--- config.mk ---
export PLATFORM = sky130hd
export DESIGN_NAME = adcti_top
export DESIGN_NICKNAME = d
export VERILOG_FILES = /design/src/rtl/adcti_pkg.sv /design/src/rtl/adcti_wd_if.sv /design/src/rtl/adcti_pin_sync.sv /design/src/rtl/adcti_window_check.sv /design/src/rtl/adcti_top.sv
export SDC_FILE = /design/constraint.sdc
export NUM_CORES = 1
export LEC_CHECK = 0
export ABC_AREA = 1
export BUFFER_PORTS_ARGS = -buffer_cell sky130_fd_sc_hd__buf_2
export CAP_MARGIN = 20
export CORE_AREA = 2 2 143 145
export CTS_BUF_LIST = sky130_fd_sc_hd__clkbuf_4
export CTS_CLUSTER_DIAMETER = 50
export CTS_CLUSTER_SIZE = 28
export DETAILED_ROUTE_END_ITERATION = 6
export DIE_AREA = 0 0 145 147
export SYNTH_ARGS = -nofsm -noshare
export SYNTH_HDL_FRONTEND = slang
export SYNTH_HIERARCHICAL = 1
export SYNTH_SLANG_ARGS = --single-unit
--- constraint.sdc ---
create_clock -name sys_clk -period 2.08 [get_ports sys_clk]
set_input_delay 0.208 -clock sys_clk [delete_from_list [all_inputs] [get_ports sys_clk]]
set_output_delay 0.208 -clock sys_clk [all_outputs]
set_load 0.02 [all_outputs]
--- src/rtl/adcti_pkg.sv ---
// shared constants and types for the converter control block
package adcti_pkg;
  // register byte offsets
  localparam logic [7:0] OFF_STATUS     = 8'h00;
  localparam logic [7:0] OFF_CTL1       = 8'h04; // converter_control_one
  localparam logic [7:0] OFF_CTL2       = 8'h08; // converter_control_two
  localparam logic [7:0] OFF_WD_HIGH    = 8'h24; // watchdog_high_threshold
  localparam logic [7:0] OFF_WD_LOW     = 8'h28; // watchdog_low_threshold
  localparam logic [7:0] OFF_SEQ        = 8'h2C; // channel sequence setup
  localparam logic [7:0] OFF_INJ_RESULT = 8'h3C; // injected result
  localparam logic [7:0] OFF_REG_RESULT = 8'h4C; // regular_result_register

  // status bit positions
  localparam int ST_WD   = 0; // watchdog_event_flag
  localparam int ST_EOC  = 1; // conversion done flag
  localparam int ST_INJECTED_GROUP_DONE_FLAG = 2; // injected_group_done_flag

  // converter_control_one bit positions (bits 9..0 implemented)
  localparam int C1_CH_LSB = 0; // watchdog_channel_number [4:0]
  localparam int C1_CONVERSION_DONE_IRQ_ENABLE  = 5;
  localparam int C1_WDIE   = 6;
  localparam int C1_INJECTED_GROUP_DONE_IRQ_ENABLE = 7;
  localparam int C1_SCAN   = 8;
  localparam int C1_SINGLE = 9;
  localparam int C1_W      = 10;

  // converter_control_two bit positions
  localparam int C2_REGULAR_EXTERNAL_TRIGGER_ENABLE = 20;
  localparam int C2_JSTART  = 21;
  localparam int C2_START   = 22;

  // sequence setup field positions
  localparam int SQ_FIRST = 0;
  localparam int SQ_LAST  = 4;
  localparam int SQ_INJ   = 8;

  // reset values
  localparam logic [9:0]  CTL1_RESET    = 10'h000;
  localparam logic [2:0]  CTL2_RESET    = 3'h0;
  localparam logic [15:0] WD_HIGH_RESET = 16'hFFFF;
  localparam logic [15:0] WD_LOW_RESET  = 16'h0000;
  localparam logic [11:0] SEQ_RESET     = 12'h000;
  localparam logic [15:0] RESULT_RESET  = 16'h0000;

  // bus answers
  localparam logic [1:0] RESP_OKAY   = 2'h0;
  localparam logic [1:0] RESP_SLVERR = 2'h2;

  // sequencer states, one-hot
  typedef enum logic [2:0] {
    ADCTI_IDLE     = 3'b001,
    ADCTI_REGULAR  = 3'b010,
    ADCTI_INJECTED = 3'b100
  } adcti_state_type;
endpackage

--- src/rtl/adcti_wd_if.sv ---
// bundle between the sequencer and the watchdog window checker
interface adcti_wd_if;
  logic [15:0] sample;   // converted value, zero extended
  logic [4:0]  channel;  // channel the sample came from
  logic [15:0] high;     // upper threshold
  logic [15:0] low;      // lower threshold
  logic        single;   // guard one channel only
  logic [4:0]  guard_ch; // guarded channel number
  logic        hit;      // sample is a watchdog event
  modport owner (output sample, channel, high, low, single, guard_ch,
                 input hit);
  modport judge (input sample, channel, high, low, single, guard_ch,
                 output hit);
endinterface

--- src/rtl/adcti_pin_sync.sv ---
// three-stage synchroniser with agreement filter for one pin
module adcti_pin_sync (
  input  wire logic sys_clk,
  input  wire logic rst,
  input  wire logic pin,
  output logic      level
);
  logic ff1; // metastable stage, read only by ff2
  logic ff2; // second stage
  logic ff3; // third stage

  // level moves only when the last two stages agree
  always_ff @(posedge sys_clk) begin
    if (rst) begin
      ff1   <= 1'b0;
      ff2   <= 1'b0;
      ff3   <= 1'b0;
      level <= 1'b0;
    end else begin
      ff1 <= pin;
      ff2 <= ff1;
      ff3 <= ff2;
      if (ff2 == ff3) begin
        level <= ff3;
      end
    end
  end
endmodule

--- src/rtl/adcti_window_check.sv ---
// analog watchdog window and channel scope check
module adcti_window_check (
  adcti_wd_if.judge wd
);
  wire outside; // value beyond either threshold
  wire in_scope; // channel is watched

  assign outside  = (wd.sample > wd.high) || (wd.sample < wd.low);
  // one channel by binary number, or every channel
  assign in_scope = !wd.single || (wd.channel == wd.guard_ch);
  assign wd.hit   = outside && in_scope;
endmodule

--- src/rtl/adcti_top.sv ---
// converter control, trigger and interrupt logic with an axi4-lite slave
// Operation
// - single bit limits watchdog to chosen channel
// - scan converts first through last channel
// - injected done interrupt only when enabled
// - watchdog interrupt only when enabled
// - watchdog interrupt aborts a running scan
// - conversion done interrupt for either group
// - channel field selects channel by number
// - regular soft start cleared when conversion starts
// - injected soft start cleared by hardware or software
// - external trigger starts regular only when enabled
// - conversion done set, cleared by zero or read
// - injected done set, cleared by zero only
// - watchdog flag set outside threshold window
//
// Register access over AXI4-Lite was left to the implementer.
module adcti_top #(
  parameter int DATA_W = 10 // converter sample width, at most 16
) (
  input  wire logic              sys_clk,
  input  wire logic              rst,
  input  wire logic [7:0]        s_axi_awaddr,
  input  wire logic              s_axi_awvalid,
  output logic                   s_axi_awready,
  input  wire logic [31:0]       s_axi_wdata,
  input  wire logic [3:0]        s_axi_wstrb,
  input  wire logic              s_axi_wvalid,
  output logic                   s_axi_wready,
  output logic [1:0]             s_axi_bresp,
  output logic                   s_axi_bvalid,
  input  wire logic              s_axi_bready,
  input  wire logic [7:0]        s_axi_araddr,
  input  wire logic              s_axi_arvalid,
  output logic                   s_axi_arready,
  output logic [31:0]            s_axi_rdata,
  output logic [1:0]             s_axi_rresp,
  output logic                   s_axi_rvalid,
  input  wire logic              s_axi_rready,
  input  wire logic              ext_trigger_pin,
  output logic                   conv_start,
  output logic [4:0]             conv_channel,
  input  wire logic              conv_done,
  input  wire logic [DATA_W-1:0] conv_data,
  output logic                   irq
);
  // bus capture
  logic        aw_held;  // write address waiting
  logic        w_held;   // write data waiting
  logic [7:0]  aw_addr;  // captured write address
  logic [31:0] w_data;   // captured write data
  logic [3:0]  w_strb;   // captured byte enables
  logic [7:0]  rd_addr;  // address of the answer in flight

  // software visible state
  localparam int C1_W_T = adcti_pkg::C1_W; // implemented control one bits
  logic [C1_W_T-1:0] ctl1;     // converter_control_one bits 9..0
  logic [2:0]        ctl2;     // control two bits 22..20
  logic              eoc;      // conversion done flag
  logic              injected_group_done_flag;     // injected_group_done_flag
  logic              wd_flag;  // watchdog_event_flag
  logic [15:0]       wd_high;  // watchdog_high_threshold
  logic [15:0]       wd_low;   // watchdog_low_threshold
  logic [11:0]       seq_cfg;  // first, last and injected channel
  logic [15:0]       reg_result; // regular result
  logic [15:0]       inj_result; // injected result

  // sequencer
  adcti_pkg::adcti_state_type state;
  adcti_pkg::adcti_state_type next_state;
  logic trig_prev; // filtered trigger one cycle back
  wire  trig_level; // filtered trigger level

  // merge written bytes over an old word
  function automatic logic [31:0] adcti_merge(input logic [31:0] old_v,
                                               input logic [31:0] new_v,
                                               input logic [3:0]  strb);
    logic [31:0] m;
    m = {{8{strb[3]}}, {8{strb[2]}}, {8{strb[1]}}, {8{strb[0]}}};
    return (new_v & m) | (old_v & ~m);
  endfunction

  // bus handshakes and decode
  wire aw_hs = s_axi_awvalid && s_axi_awready;
  wire w_hs  = s_axi_wvalid && s_axi_wready;
  wire ar_hs = s_axi_arvalid && s_axi_arready;
  wire do_wr = aw_held && w_held && !s_axi_bvalid;
  wire next_aw_held = (aw_held || aw_hs) && !do_wr;
  wire next_w_held  = (w_held || w_hs) && !do_wr;
  wire next_bvalid  = do_wr || (s_axi_bvalid && !s_axi_bready);
  wire next_rvalid  = ar_hs || (s_axi_rvalid && !s_axi_rready);

  wire wr_status = do_wr && (aw_addr == adcti_pkg::OFF_STATUS);
  wire wr_ctl1   = do_wr && (aw_addr == adcti_pkg::OFF_CTL1);
  wire wr_ctl2   = do_wr && (aw_addr == adcti_pkg::OFF_CTL2);
  wire wr_high   = do_wr && (aw_addr == adcti_pkg::OFF_WD_HIGH);
  wire wr_low    = do_wr && (aw_addr == adcti_pkg::OFF_WD_LOW);
  wire wr_seq    = do_wr && (aw_addr == adcti_pkg::OFF_SEQ);
  wire wr_hit    = wr_status || wr_ctl1 || wr_ctl2 || wr_high ||
                   wr_low || wr_seq;

  // written images of each register
  wire [31:0] ctl1_w = adcti_merge({22'h0, ctl1}, w_data, w_strb);
  wire [31:0] ctl2_w = adcti_merge({9'h0, ctl2, 20'h0}, w_data, w_strb);
  wire [31:0] high_w = adcti_merge({16'h0, wd_high}, w_data, w_strb);
  wire [31:0] low_w  = adcti_merge({16'h0, wd_low}, w_data, w_strb);
  wire [31:0] seq_w  = adcti_merge({20'h0, seq_cfg}, w_data, w_strb);
  // control one as it will stand after this edge
  wire [C1_W_T-1:0] next_ctl1 = wr_ctl1 ? ctl1_w[C1_W_T-1:0] : ctl1;
  // a status bit clears only where its lane is enabled and a zero written
  wire [31:0] st_w   = adcti_merge(32'hFFFF_FFFF, w_data, w_strb);

  // control field views
  wire       scan_en   = ctl1[adcti_pkg::C1_SCAN];
  wire       eoc_ie    = ctl1[adcti_pkg::C1_CONVERSION_DONE_IRQ_ENABLE];
  wire       injected_group_done_flag_ie   = ctl1[adcti_pkg::C1_INJECTED_GROUP_DONE_IRQ_ENABLE];
  wire       wd_ie     = ctl1[adcti_pkg::C1_WDIE];
  wire       reg_soft_start = ctl2[adcti_pkg::C2_START - 20];
  wire       inj_soft_start = ctl2[adcti_pkg::C2_JSTART - 20];
  wire       ext_trig_en    = ctl2[adcti_pkg::C2_REGULAR_EXTERNAL_TRIGGER_ENABLE - 20];
  wire [3:0] reg_first = seq_cfg[adcti_pkg::SQ_FIRST +: 4];
  wire [3:0] reg_last  = seq_cfg[adcti_pkg::SQ_LAST +: 4];
  wire [3:0] inj_ch    = seq_cfg[adcti_pkg::SQ_INJ +: 4];

  // watchdog window checker
  adcti_wd_if wd_bus ();
  assign wd_bus.sample   = {{(16-DATA_W){1'b0}}, conv_data};
  assign wd_bus.channel  = conv_channel;
  assign wd_bus.high     = wd_high;
  assign wd_bus.low      = wd_low;
  assign wd_bus.single   = ctl1[adcti_pkg::C1_SINGLE];
  assign wd_bus.guard_ch = ctl1[adcti_pkg::C1_CH_LSB +: 5];
  adcti_window_check u_window (
    .wd (wd_bus.judge)
  );

  // external trigger pin enters through the filter
  adcti_pin_sync u_trig_sync (
    .sys_clk (sys_clk),
    .rst     (rst),
    .pin     (ext_trigger_pin),
    .level   (trig_level)
  );

  // sequencer decisions
  wire idle      = (state == adcti_pkg::ADCTI_IDLE);
  wire in_reg    = (state == adcti_pkg::ADCTI_REGULAR);
  wire in_inj    = (state == adcti_pkg::ADCTI_INJECTED);
  wire trig_rise = trig_level && !trig_prev;
  // injected request wins a tie; a trigger edge seen while busy is lost
  wire start_inj = idle && inj_soft_start;
  wire start_reg = idle && !inj_soft_start &&
                   (reg_soft_start || (ext_trig_en && trig_rise));
  wire wd_hit    = (in_reg || in_inj) && conv_done && wd_bus.hit;
  // watchdog interrupt in scan stops the remaining channels
  wire abort     = in_reg && conv_done && scan_en && wd_hit && wd_ie;
  wire at_last   = (conv_channel[3:0] == reg_last);
  wire scan_step = in_reg && conv_done && scan_en && !abort &&
                   !at_last;
  wire reg_end   = in_reg && conv_done && !abort && !scan_step;
  wire inj_end   = in_inj && conv_done;
  wire rd_result = ar_hs && (s_axi_araddr == adcti_pkg::OFF_REG_RESULT);

  // flag updates, a hardware set wins over any clear in the same cycle
  wire next_eoc  = reg_end || inj_end ||
                   (eoc && !(wr_status && !st_w[adcti_pkg::ST_EOC]) &&
                    !rd_result);
  wire next_injected_group_done_flag = inj_end ||
                   (injected_group_done_flag && !(wr_status && !st_w[adcti_pkg::ST_INJECTED_GROUP_DONE_FLAG]));
  wire next_wd   = wd_hit ||
                   (wd_flag && !(wr_status && !st_w[adcti_pkg::ST_WD]));
  // enables taken as they will stand, so irq never lags a mask write
  wire next_irq  = (next_eoc && next_ctl1[adcti_pkg::C1_CONVERSION_DONE_IRQ_ENABLE]) ||
                   (next_injected_group_done_flag && next_ctl1[adcti_pkg::C1_INJECTED_GROUP_DONE_IRQ_ENABLE]) ||
                   (next_wd && next_ctl1[adcti_pkg::C1_WDIE]);

  // read decode
  wire [31:0] rd_word =
    (s_axi_araddr == adcti_pkg::OFF_STATUS) ? {29'h0, injected_group_done_flag, eoc, wd_flag} :
    (s_axi_araddr == adcti_pkg::OFF_CTL1)   ? {22'h0, ctl1} :
    (s_axi_araddr == adcti_pkg::OFF_CTL2)   ? {9'h0, ctl2, 20'h0} :
    (s_axi_araddr == adcti_pkg::OFF_WD_HIGH) ? {16'h0, wd_high} :
    (s_axi_araddr == adcti_pkg::OFF_WD_LOW) ? {16'h0, wd_low} :
    (s_axi_araddr == adcti_pkg::OFF_SEQ)    ? {20'h0, seq_cfg} :
    (s_axi_araddr == adcti_pkg::OFF_INJ_RESULT) ? {16'h0, inj_result} :
    (s_axi_araddr == adcti_pkg::OFF_REG_RESULT) ? {16'h0, reg_result} :
    32'h0000_0000;
  wire rd_hit = (s_axi_araddr == adcti_pkg::OFF_STATUS) ||
                (s_axi_araddr == adcti_pkg::OFF_CTL1) ||
                (s_axi_araddr == adcti_pkg::OFF_CTL2) ||
                (s_axi_araddr == adcti_pkg::OFF_WD_HIGH) ||
                (s_axi_araddr == adcti_pkg::OFF_WD_LOW) ||
                (s_axi_araddr == adcti_pkg::OFF_SEQ) ||
                (s_axi_araddr == adcti_pkg::OFF_INJ_RESULT) ||
                (s_axi_araddr == adcti_pkg::OFF_REG_RESULT);

  // next state of the sequencer
  always_comb begin
    next_state = state;
    case (state)
      adcti_pkg::ADCTI_IDLE: begin
        if (start_inj) begin
          next_state = adcti_pkg::ADCTI_INJECTED;
        end else if (start_reg) begin
          next_state = adcti_pkg::ADCTI_REGULAR;
        end
      end
      adcti_pkg::ADCTI_REGULAR: begin
        if (abort || reg_end) begin
          next_state = adcti_pkg::ADCTI_IDLE;
        end
      end
      adcti_pkg::ADCTI_INJECTED: begin
        if (inj_end) begin
          next_state = adcti_pkg::ADCTI_IDLE;
        end
      end
      default: next_state = adcti_pkg::ADCTI_IDLE;
    endcase
  end

  // write channel: address and data taken in either order
  always_ff @(posedge sys_clk) begin
    if (rst) begin
      aw_held       <= 1'b0;
      w_held        <= 1'b0;
      aw_addr       <= 8'h00;
      w_data        <= 32'h0000_0000;
      w_strb        <= 4'h0;
      s_axi_awready <= 1'b0;
      s_axi_wready  <= 1'b0;
      s_axi_bvalid  <= 1'b0;
      s_axi_bresp   <= adcti_pkg::RESP_OKAY;
    end else begin
      aw_held       <= next_aw_held;
      w_held        <= next_w_held;
      s_axi_awready <= !next_aw_held && !next_bvalid;
      s_axi_wready  <= !next_w_held && !next_bvalid;
      s_axi_bvalid  <= next_bvalid;
      if (aw_hs) begin
        aw_addr <= s_axi_awaddr;
      end
      if (w_hs) begin
        w_data <= s_axi_wdata;
        w_strb <= s_axi_wstrb;
      end
      if (do_wr) begin
        s_axi_bresp <= wr_hit ? adcti_pkg::RESP_OKAY : adcti_pkg::RESP_SLVERR;
      end
    end
  end

  // read channel: one answer, one cycle after the address is taken
  always_ff @(posedge sys_clk) begin
    if (rst) begin
      s_axi_arready <= 1'b0;
      s_axi_rvalid  <= 1'b0;
      s_axi_rdata   <= 32'h0000_0000;
      s_axi_rresp   <= adcti_pkg::RESP_OKAY;
      rd_addr       <= 8'h00;
    end else begin
      s_axi_arready <= !next_rvalid;
      s_axi_rvalid  <= next_rvalid;
      if (ar_hs) begin
        s_axi_rdata <= rd_word;
        s_axi_rresp <= rd_hit ? adcti_pkg::RESP_OKAY : adcti_pkg::RESP_SLVERR;
        rd_addr     <= s_axi_araddr;
      end
    end
  end

  // configuration registers
  always_ff @(posedge sys_clk) begin
    if (rst) begin
      ctl1    <= adcti_pkg::CTL1_RESET;
      wd_high <= adcti_pkg::WD_HIGH_RESET;
      wd_low  <= adcti_pkg::WD_LOW_RESET;
      seq_cfg <= adcti_pkg::SEQ_RESET;
    end else begin
      if (wr_ctl1) begin
        ctl1 <= ctl1_w[C1_W_T-1:0];
      end
      if (wr_high) begin
        wd_high <= high_w[15:0];
      end
      if (wr_low) begin
        wd_low <= low_w[15:0];
      end
      if (wr_seq) begin
        seq_cfg <= seq_w[11:0];
      end
    end
  end

  // start bits: software sets or clears, hardware clears on start
  always_ff @(posedge sys_clk) begin
    if (rst) begin
      ctl2 <= adcti_pkg::CTL2_RESET;
    end else if (wr_ctl2) begin
      ctl2 <= ctl2_w[adcti_pkg::C2_START:adcti_pkg::C2_REGULAR_EXTERNAL_TRIGGER_ENABLE];
    end else begin
      if (start_reg) begin
        ctl2[adcti_pkg::C2_START - 20] <= 1'b0;
      end
      if (start_inj) begin
        ctl2[adcti_pkg::C2_JSTART - 20] <= 1'b0;
      end
    end
  end

  // sequencer, converter strobe and results
  always_ff @(posedge sys_clk) begin
    if (rst) begin
      state        <= adcti_pkg::ADCTI_IDLE;
      trig_prev    <= 1'b0;
      conv_start   <= 1'b0;
      conv_channel <= 5'h00;
      reg_result   <= adcti_pkg::RESULT_RESET;
      inj_result   <= adcti_pkg::RESULT_RESET;
    end else begin
      state      <= next_state;
      trig_prev  <= trig_level;
      conv_start <= start_inj || start_reg || scan_step;
      if (start_inj) begin
        conv_channel <= {1'b0, inj_ch};
      end else if (start_reg) begin
        conv_channel <= {1'b0, reg_first};
      end else if (scan_step) begin
        conv_channel <= {1'b0, conv_channel[3:0] + 4'h1};
      end
      if (in_reg && conv_done) begin
        reg_result <= wd_bus.sample;
      end
      if (inj_end) begin
        inj_result <= wd_bus.sample;
      end
    end
  end

  // status flags and the interrupt line
  always_ff @(posedge sys_clk) begin
    if (rst) begin
      eoc     <= 1'b0;
      injected_group_done_flag    <= 1'b0;
      wd_flag <= 1'b0;
      irq     <= 1'b0;
    end else begin
      eoc     <= next_eoc;
      injected_group_done_flag    <= next_injected_group_done_flag;
      wd_flag <= next_wd;
      irq     <= next_irq;
    end
  end
endmodule

==> results by group, run 1 <==
Drt
  – Drt initial violations: 530
  – Routed Antenna Nets: 0
  – Vias per cell: roughly 4.8
  – Drt wl/cell: 14.4 um
  – Total Routed Length: roughly 22 mm
  – Vias: about 7,000
  – DRC violations left: 0
  – First-pass DRT Iterations: 5

Placement
  – Post-detail-place hpwl: about 17 mm
  – PortBufs: between 80 and 90
  – RD Place Congestion: approximately 0.88

Yosys
  – Cells after Synth: between 1,000 and 1,500
  – Register bit count reported by yosys: ~150
  – Number of synthesized flops with an enable pin: 0
  – Sequential share of the synthesized area: 0.393
  – Post-Syn Area: 7750 um2
  – Primary FF master, synth: dfxtp_1
  – Count of cell types in the netlist: 47
  – Post-Syn Area per Cell: approximately 7.4 um2
  – YS warnings: 6
  – Asr flop ratio synth: 0

Clock network
  – H-tree levels: 4
  – Clock buffer depth: 2
  – CTS Buf Count: 17
  – Root buffer cell: clkbuf_4
  – Worst-path clk slew: roughly 0.13 ns
  – CTS Sinks: roughly 150
  – TritonCTS clock tree: yes
  – Insertion delay to the later sink of the worst-skew pair: around 0.56 ns

Timing
  – PnR worst setup slack: -0.0668 ns
  – Setup-failing EPs final: 8
  – Hold Slack: roughly 0.022 ns
  – Setup_tns: -0.340 ns
  – Final critical-path share of the clock period: 1.03
  – Final hold vios: 0
  – Worst slew pin tran: between 0.5 and 0.6 ns
  – Tmin final: 2.15 ns
  – Achievable Freq: 466 MHz
  – Rel. slew slack: 0.633
  – Skew final: 0.0141 ns
  – Fin. max-slew vios: 0
  – RSZ-0062 raised after global routing: true

Setup path
  – Critical path buffers and inverters: 1
  – Max stage delay on crit path: 0.34 ns
  – CP max stage cell: dfxtp_2
  – Worst Path Arrival: 2.62 ns
  – Cells along the critical path: inv_1 > ha_1 > nand4_1 > nor3_2 > nand2_1 > nand2_1 > nand2_2 > a21oi_4 > nand4_4 > nand3_4 > nand3_4 > o21ai_1 > nor2_1
  – WP data required: about 2.6 ns
  – Startpoint types: register
  – Crit path kind: register to register
  – Critical path's top delay family: simple AND/OR/NAND/NOR gates
  – CP max FO: 5
  – Crit. End Element: register

Flow run
  – Max Cap Viol: 0

Power
  – Leakage: about 4.5 nW
  – Maximum vdd drop: 0.347 mV
  – PwrDens: 589 nW/um2
  – Power, Total: 5.69 mW

Final layout
  – Nets: ~1,300
  – Filler cells: 2,003
  – Inserted Diodes: 0
  – Layout cell share with drive strength beyond 1: 0.214
  – Area Overhead vs Synth: 24.6%
  – Leading cell type in the layout, fill and taps excluded: nand2_1
  – Commonest non-fill, non-tap cells in the layout: nand2_1 (169), dfxtp_1 (146), inv_1 (130), a21oi_1 (103), nor2_1 (94)

Floorplan
  – Die span in y: approximately 150 um
  – Initial Utilization: 0.390
  – IO Pins: 119
  – Die W: roughly 150 um
  – Die Area: about 21,000 um2
  – Core area: between 15,000 and 20,000 um2
  – Rows: 52

Global route
  – First-pass GRT wire length: 35.2 mm
  – Vias in the first global route: 6,744
  – Gr usage total: 0.209
  – Gr ovfl total: 0
  – Largest net degree at the start of global routing: 50
  – Antenna violations before repair: 0

Outcome
  – Failing checks: negative setup slack
  – Status: finished with violations

Min path
  – Worst hold-check path type: primary input to register
## power breakdown
part / total [mW] / internal [mW] / switching (mW) / leakage, nW
sequential: 3.02 / 2.97 / 0.0471 / 1.23
clock: 2.05 / 0.972 / 1.07 / 0.166
combinational: 0.620 / 0.241 / 0.378 / 3.11
total: 5.69 / 4.19 / 1.50 / 4.51
## tightest hold or removal path, cell delays in order
cell    delay [ns]
buf_2         0.11
buf_4         0.12
nor2_1        0.04
nor2_1        0.08
## timing repair
item / in CTS / in global routing
resized for setup: 13 / 16
endpoints found under the hold margin: 56 / 0
pin swaps: 7 / 11
gates cloned: 0 / 0
hold buffers: 47 / 0
setup endpoints to repair: 8 / 9
setup buffers: 1 / 0
## metal layers
metal	up-vias	global-route usage	routed length, um
met2	176	0.330	9700
met3	21	0.0373	1010
met1	3264	0.292	10700
met5	-	0	0
li1	3738	-	-
met4	0	0.0639	390
## metrics by stage
| step | cell area, um2 | cells | utilization | setup slack [ns] |
|---|---|---|---|---|
| after detailed placement | 8740 | 1431 | 0.440 | -0.155 |
| after global placement | 8740 | 1431 | 0.440 | -0.0800 |
| after CTS | 9590 | 1511 | 0.483 | 0.00355 |
| after floorplan | 7850 | 1074 | - | 0.195 |
| final | 9650 | 1511 | 0.486 | -0.0668 |
| after global routing | 9650 | 1511 | 0.486 | -0.229 |
## Yosys cell counts (5+ instances only)
cell        n  share of area
clkbuf_1   18         0.0087
a21oi_1   105          0.068
o211ai_2   16          0.026
dfxtp_1   152           0.39
o21ai_1    13         0.0084
buf_4      19          0.018
buf_6       8          0.012
nand4_1     9         0.0073
nand3_1    75          0.048
nor3_1      6         0.0039
nor2_2      6         0.0048
inv_2       5         0.0024
inv_1     132          0.064
buf_2      11         0.0071
nor2_1     94          0.046
ha_1       32          0.052
nand2_2    10         0.0081
nand2_1   175          0.085
o21bai_1    6         0.0058
nor2_4      7          0.010
o21ai_0    94          0.061
xnor2_1     7         0.0079
## logic make-up after synthesis
| family | after synthesis | share of synthesized area |
|---|---|---|
| other cells | 1 | 0.000484 |
| fa+ha+maj | 32 | 0.0517 |
| flops | 152 | 0.393 |
| xor+xnor | 11 | 0.0124 |
| simple gates | 402 | 0.242 |
| compound gates | 250 | 0.186 |
| buf+inv | 198 | 0.115 |
## cell type report
type / count / area, um2 / area share
multi-input cells: 724 / 4010 / 0.416
flip-flops and latches: 152 / 3050 / 0.316
repair buffers: 195 / 1410 / 0.146
inverters: 138 / 520 / 0.0539
well taps: 270 / 338 / 0.0350
clock inverters: 13 / 179 / 0.0185
clock buffers: 19 / 143 / 0.0148
## final timing paths
path                         from              end  slack, ns  cells after the start
hold / removal       conv_data[8]    reg_result[8]       0.02                      4
setup / recovery         register  conv_channel[2]      -0.07                     13
setup reg to reg         register  conv_channel[2]      -0.07                     13
hold reg to reg   u_trig_sync/ff1  u_trig_sync/ff2       0.41                      2
Note: power is estimated with default switching activity, not from simulation.
==> run 2, diff against run 1 <==
- BUFFER_PORTS_ARGS: -buffer_cell sky130_fd_sc_hd__buf_2 -> -buffer_cell sky130_fd_sc_hd__buf_4
==> results by group, run 2 (synthesized netlist as in run 1, its figures left out) <==
Outcome
  – Status: completed

Placement
  – PortBufs: 88
  – Post-detail-place hpwl: between 15 and 20 mm
  – Cell area after placement: 8910 um2
  – RD Place Congestion: 0.887

Clock network
  – H-tree levels: 4
  – Clock buffer depth: 2
  – TritonCTS clock tree: yes
  – CTS Sinks: roughly 150
  – Root buffer cell: clkbuf_4
  – CTS Buf Count: 17
  – Worst-path clk slew: roughly 0.14 ns
  – Insertion delay to the later sink of the worst-skew pair: about 0.6 ns

Floorplan
  – Rows: 52
  – IO Pins: between 100 and 150
  – Die span in y: between 100 and 150 um
  – Initial Utilization: 0.390
  – Core area: 19,800 um2
  – Die W: 145 um
  – Die Area: about 21,000 um2

Setup path
  – Crit. End Element: register
  – Cells along the critical path: inv_1 > ha_1 > a21oi_1 > o21a_1 > nand2_1 > nand2_1 > nand2_2 > a21oi_4 > nand4_4 > buf_4 > nand3_2 > nand2_1 > nand2_1 > nand2_1
  – WP data required: 2.58 ns
  – Max stage delay on crit path: 0.37 ns
  – CP max FO: 3
  – CP max stage cell: dfxtp_1
  – Crit path kind: register to register
  – Worst Path Arrival: roughly 2.6 ns
  – Critical path's top delay family: simple AND/OR/NAND/NOR gates
  – Startpoint types: register
  – Critical path buffers and inverters: 2
  – CP dominant cell by count: nand2_1

Drt
  – Vias per cell: about 4.8
  – Vias: just over 7,000
  – DRC violations left: 0
  – First-pass DRT Iterations: 5
  – Total Routed Length: 22.0 mm
  – Drt wl/cell: between 10 and 15 um
  – Routed Antenna Nets: 0
  – Drt initial violations: around 540

Global route
  – Largest net degree at the start of global routing: 50
  – Vias in the first global route: 6,665
  – Gr usage total: 0.209
  – First-pass GRT wire length: between 30 and 40 mm
  – Gr ovfl total: 0
  – Antenna violations before repair: 1

Timing
  – Worst slew pin tran: 0.584 ns
  – Rel. slew slack: 0.610
  – RSZ-0062 raised after global routing: true
  – Fin. max-slew vios: 0
  – Setup-failing EPs final: 0
  – Skew final: approximately 0.023 ns
  – Tmin final: 2.07 ns
  – Final hold vios: 0
  – Hold Slack: 0.0467 ns
  – Final critical-path share of the clock period: 0.997
  – Achievable Freq: 482 MHz

Power
  – Clk pwr share: 0.361
  – Comb power frac: 0.114
  – P_int: approximately 4.1 mW
  – PwrDens: 582 nW/um2
  – Leakage: approximately 4.5 nW
  – Sequential Power Share: 0.525
  – Maximum vdd drop: 0.298 mV
  – Sw Ratio: 0.285
  – Net switching power: 1.64 mW

Flow run
  – Max Cap Viol: 0

Min path
  – Worst hold-check path type: primary input to register

Final layout
  – Leading cell type in the layout, fill and taps excluded: nand2_1
  – Area Overhead vs Synth: 27.7%
  – Cell area after layout: roughly 10000 um2
  – Layout cell share with drive strength beyond 1: 0.229
  – Filler cells: around 2,000
  – Nets: 1,324
  – Commonest non-fill, non-tap cells in the layout: nand2_1 (169), dfxtp_1 (138), buf_4 (138), inv_1 (125), a21oi_1 (105)
==> run 2: cell count changes in the layout (fill, tap and decap cells not counted), moves of 5 or more <==
cell     before  now
ha_4          2    7
dfxtp_2       6   14
dfxtp_1     146  138
ha_1         30   25
inv_2         6   12
buf_2        88    0
inv_1       130  125
inv_6         0    6
buf_4        55  138
==> run 2: worst paths after layout <==
check                                      from              end  slack [ns]  cells past startpoint
worst max register to register         register              irq       0.005                     14
worst min register to register  u_trig_sync/ff1  u_trig_sync/ff2        0.41                      2
worst min-delay path                        rst         state[0]        0.05                      3
worst max-delay path                   register              irq       0.005                     14
==> run 2: cell type report <==
cell class                 instances  area [um2]  area share
antenna                            1        2.50    0.000253
clock buffer                      17         128      0.0129
clock inverter                    15         190      0.0192
inverter                         138         518      0.0524
multi-input combinational        724        4090       0.413
sequential                       152        3060       0.309
tap                              270         338      0.0342
timing repair buffer             188        1570       0.159
==> run 2: repair_timing <==
item | 4_1_cts | 5_1_grt
hold buffers | 45 | 0
pin swaps | 15 | 15
endpoints found under the hold margin | 60 | 0
resized for setup | 23 | 25
endpoints found under the setup margin | 8 | 9
setup buffers | 1 | 2
==> run 2: power by group through the flow <==
stage          Combinational, mW  Sequential (mW)  Clock [mW]
3_3_place_gp               0.565             3.08           0
2_1_floorplan              0.356             3.09           0
4_1_cts                    0.646             3.02        2.13
5_1_grt                    0.724             3.03        2.24
6_report                   0.655             3.02        2.08
3_5_place_dp               0.570             3.09           0
==> run 2: per-layer routing <==
| metal | up-vias | GRT usage | wire, um |
|---|---|---|---|
| met5 | - | 0 | 0 |
| met4 | 0 | 0.0569 | 376 |
| met3 | 30 | 0.0376 | 1160 |
| met2 | 199 | 0.324 | 9730 |
| met1 | 3243 | 0.299 | 10800 |
| li1 | 3726 | - | - |
==> run 2: tightest hold or removal path, cell delays in order <==
cell	delay [ns]
buf_4	0.09
inv_2	0.17
nand3_2	0.13
==> run 2: metrics by stage <==
step	total power, mW	setup WS [ns]	TNS, ns	instances	utilization
finish	5.76	0.00543	0	1505	0.498
detailed placement	3.66	-0.0887	-0.182	1424	0.449
global placement	3.65	-0.0135	-0.0261	1424	0.449
CTS	5.80	0.0167	0	1502	0.494
global route	6.00	-0.135	-0.698	1505	0.498
floorplan	3.44	0.195	0	1074	-
==> run 3, diff against run 2 <==
- ABC_AREA: 1 -> default
- CORE_AREA: 2 2 143 145 -> 2 2 141 143
- DIE_AREA: 0 0 145 147 -> 0 0 143 145
- GPL_TIMING_DRIVEN: default -> 0
==> results by group, run 3 <==
Final layout
  – Leading cell type in the layout, fill and taps excluded: nand2_1
  – Layout cell share with drive strength beyond 1: 0.205
  – Cell area after layout: about 9900 um2
  – Area Overhead vs Synth: 31.1%
  – Commonest non-fill, non-tap cells in the layout: nand2_1 (173), dfxtp_1 (129), buf_4 (119), a21oi_1 (103), nor2_1 (58)
  – Nets: ~1,200

Floorplan
  – Core area: a little under 20,000 um2
  – Initial Utilization: 0.392
  – Rows: slightly above 50
  – Die Area: just over 20,000 um2
  – Die W: between 100 and 150 um
  – IO Pins: about 120
  – Die span in y: ~150 um

Timing
  – Fin. max-slew vios: 0
  – Setup-failing EPs final: 10
  – RSZ-0062 raised after global routing: true
  – Rel. slew slack: 0.424
  – Worst slew pin tran: around 0.86 ns
  – Final hold vios: 0
  – Achievable Freq: just under 400 MHz
  – Final critical-path share of the clock period: 1.22
  – Setup_tns: -3.55 ns
  – PnR worst setup slack: -0.461 ns
  – Skew final: approximately 0.023 ns
  – Tmin final: approximately 2.5 ns

Setup path
  – WP data required: between 2 and 3 ns
  – Cells along the critical path: inv_1 > ha_1 > nand4_4 > nor2_1 > a221o_1 > o31ai_4 > a22oi_2 > nand2_1 > and3_4 > nand2_4 > or2_4 > a31oi_1
  – Crit path kind: register to register
  – CP max stage cell: dfxtp_2
  – Crit. End Element: register
  – Max stage delay on crit path: between 0.3 and 0.4 ns
  – CP max FO: 5
  – Worst Path Arrival: ~3.1 ns
  – Critical path buffers and inverters: 1
  – Critical path's top delay family: compound AO/OA/AOI/OAI gates
  – Startpoint types: register

Yosys
  – Synth top area cells: dfxtp_1 (40%), nand2_1 (8.7%), a21oi_1 (7.0%)
  – Register bit count reported by yosys: ~150
  – Primary FF master, synth: dfxtp_1
  – Top-count cell post-synth: nand2_1
  – Asr flop ratio synth: 0
  – Post-Syn Area per Cell: approximately 8 um2
  – Count of cell types in the netlist: 75
  – Post-synth top area share: 0.404
  – Most common library cells after synthesis: nand2_1 (175), dfxtp_1 (152), a21oi_1 (105)
  – Post-Syn Area: between 7000 and 8000 um2
  – Number of synthesized flops with an enable pin: 0
  – Sequential share of the synthesized area: 0.404
  – Cells after Synth: between 900 and 1,000
  – YS warnings: 6
  – Post-synth top area cell: dfxtp_1

Power
  – Maximum vdd drop: between 0.3 and 0.4 mV
  – PwrDens: just under 600 nW/um2
  – Leakage: 3.77 nW

Drt
  – DRC violations left: 0
  – Vias per cell: a little over 5
  – Routed Antenna Nets: 0
  – Total Routed Length: roughly 23 mm
  – Drt wl/cell: between 15 and 20 um
  – First-pass DRT Iterations: 7
  – Drt initial violations: about 600
  – Vias: slightly above 7,000

Min path
  – Worst hold-check path type: primary input to register

Global route
  – Gr ovfl total: 0
  – Largest net degree at the start of global routing: 17
  – Vias in the first global route: approximately 6,600
  – First-pass GRT wire length: 36.0 mm
  – Antenna violations before repair: 1
  – Gr usage total: 0.224

Placement
  – Post-detail-place hpwl: ~17 mm
  – Setup WS pre-CTS: -0.641 ns
  – Cell area after placement: 8720 um2
  – RD Place Congestion: 0.918
  – PortBufs: between 80 and 90

Clock network
  – Insertion delay to the later sink of the worst-skew pair: roughly 0.57 ns
  – H-tree levels: 4
  – CTS Sinks: 152
  – Root buffer cell: clkbuf_4
  – CTS Buf Count: 17
  – Worst-path clk slew: roughly 0.14 ns
  – TritonCTS clock tree: yes
  – Clock buffer depth: 2

Outcome
  – Status: finished with violations
  – Failing checks: negative setup slack

Flow run
  – Max Cap Viol: 0
[run 3: cell count changes after synthesis, sizes merged, moves of 13 or more]
cell / change
a22oi: +16
buf: -16
clkbuf: +28
inv: -102
mux2i: +47
nand2: -13
nand3: -68
nor2: -50
o211ai: -13
o21ai: -78
[run 3: per-layer routing]
metal | part of all wire | track usage
met2 | 0.47 | 0.354
met1 | 0.46 | 0.311
met4 | 0.022 | 0.0812
met3 | 0.049 | 0.0307
met5 | 0 | 0
[run 3: path summary, 6_finish.rpt]
kind | startpoint | endpoint | slack (ns) | depth (start not counted)
worst min register to register | inj_result[9] | inj_result[9] | 0.46 | 2
worst max register to register | register | conv_channel[0] | -0.46 | 12
worst min-delay path | s_axi_awvalid | aw_addr[6] | 0.08 | 4
worst max-delay path | register | conv_channel[0] | -0.46 | 12
[run 3: cell families (layout without fill, tap and decap cells)]
group	count (synthesis)	count (layout)	share of synthesized area
AND/OR/NAND/NOR	343	343	0.219
other	1	30	0.000498
XOR/XNOR	11	11	0.0128
buffers and inverters	107	286	0.0633
AO/OA/AOI/OAI	218	218	0.180
flip-flops	152	152	0.404
multiplexers	50	50	0.0670
adder cells (fa/ha/maj)	32	32	0.0532
[run 3: worst reg2reg max path, stage by stage (launching register included)]
cell and delay, ns:
dfxtp_2 0.36, inv_1 0.04, ha_1 0.30, nand4_4 0.10
nor2_1 0.06, a221o_1 0.35, o31ai_4 0.33, a22oi_2 0.13
nand2_1 0.12, and3_4 0.24, nand2_4 0.07, or2_4 0.24
a31oi_1 0.14
[run 3: where the power goes]
part           total, mW  switching (mW)  internal [mW]
combinational      0.653           0.367          0.286
clock               2.18            1.08           1.10
sequential          3.01          0.0546           2.95
[run 3: timing repair]
item | 4_1_cts | 5_1_grt
endpoints found under the setup margin | 58 | 57
pin swaps | 13 | 14
setup buffers | 10 | 6
hold endpoints to repair | 58 | 2
gates resized for setup | 36 | 25
hold buffers | 45 | 1
[run 3: per-stage QoR]
stage	hold WS (ns)	total power, mW	instances	utilization
after CTS	-0.121	5.87	1379	0.507
final	0.0836	5.84	1387	0.514
after floorplan	0.277	3.38	942	-
after global routing	0.0612	6.09	1387	0.514
after detailed placement	0.433	3.62	1293	0.454
after global placement	0.433	3.61	1293	0.454
[run 3: layout make-up]
class	count	area, um2
antenna	1	2.50
multi-input combinational	683	4390
sequential	152	3070
timing repair buffer	148	1230
tap	265	332
buffer	72	373
clock buffer	19	143
clock inverter	12	198
fill	1868	9340
inverter	35	134
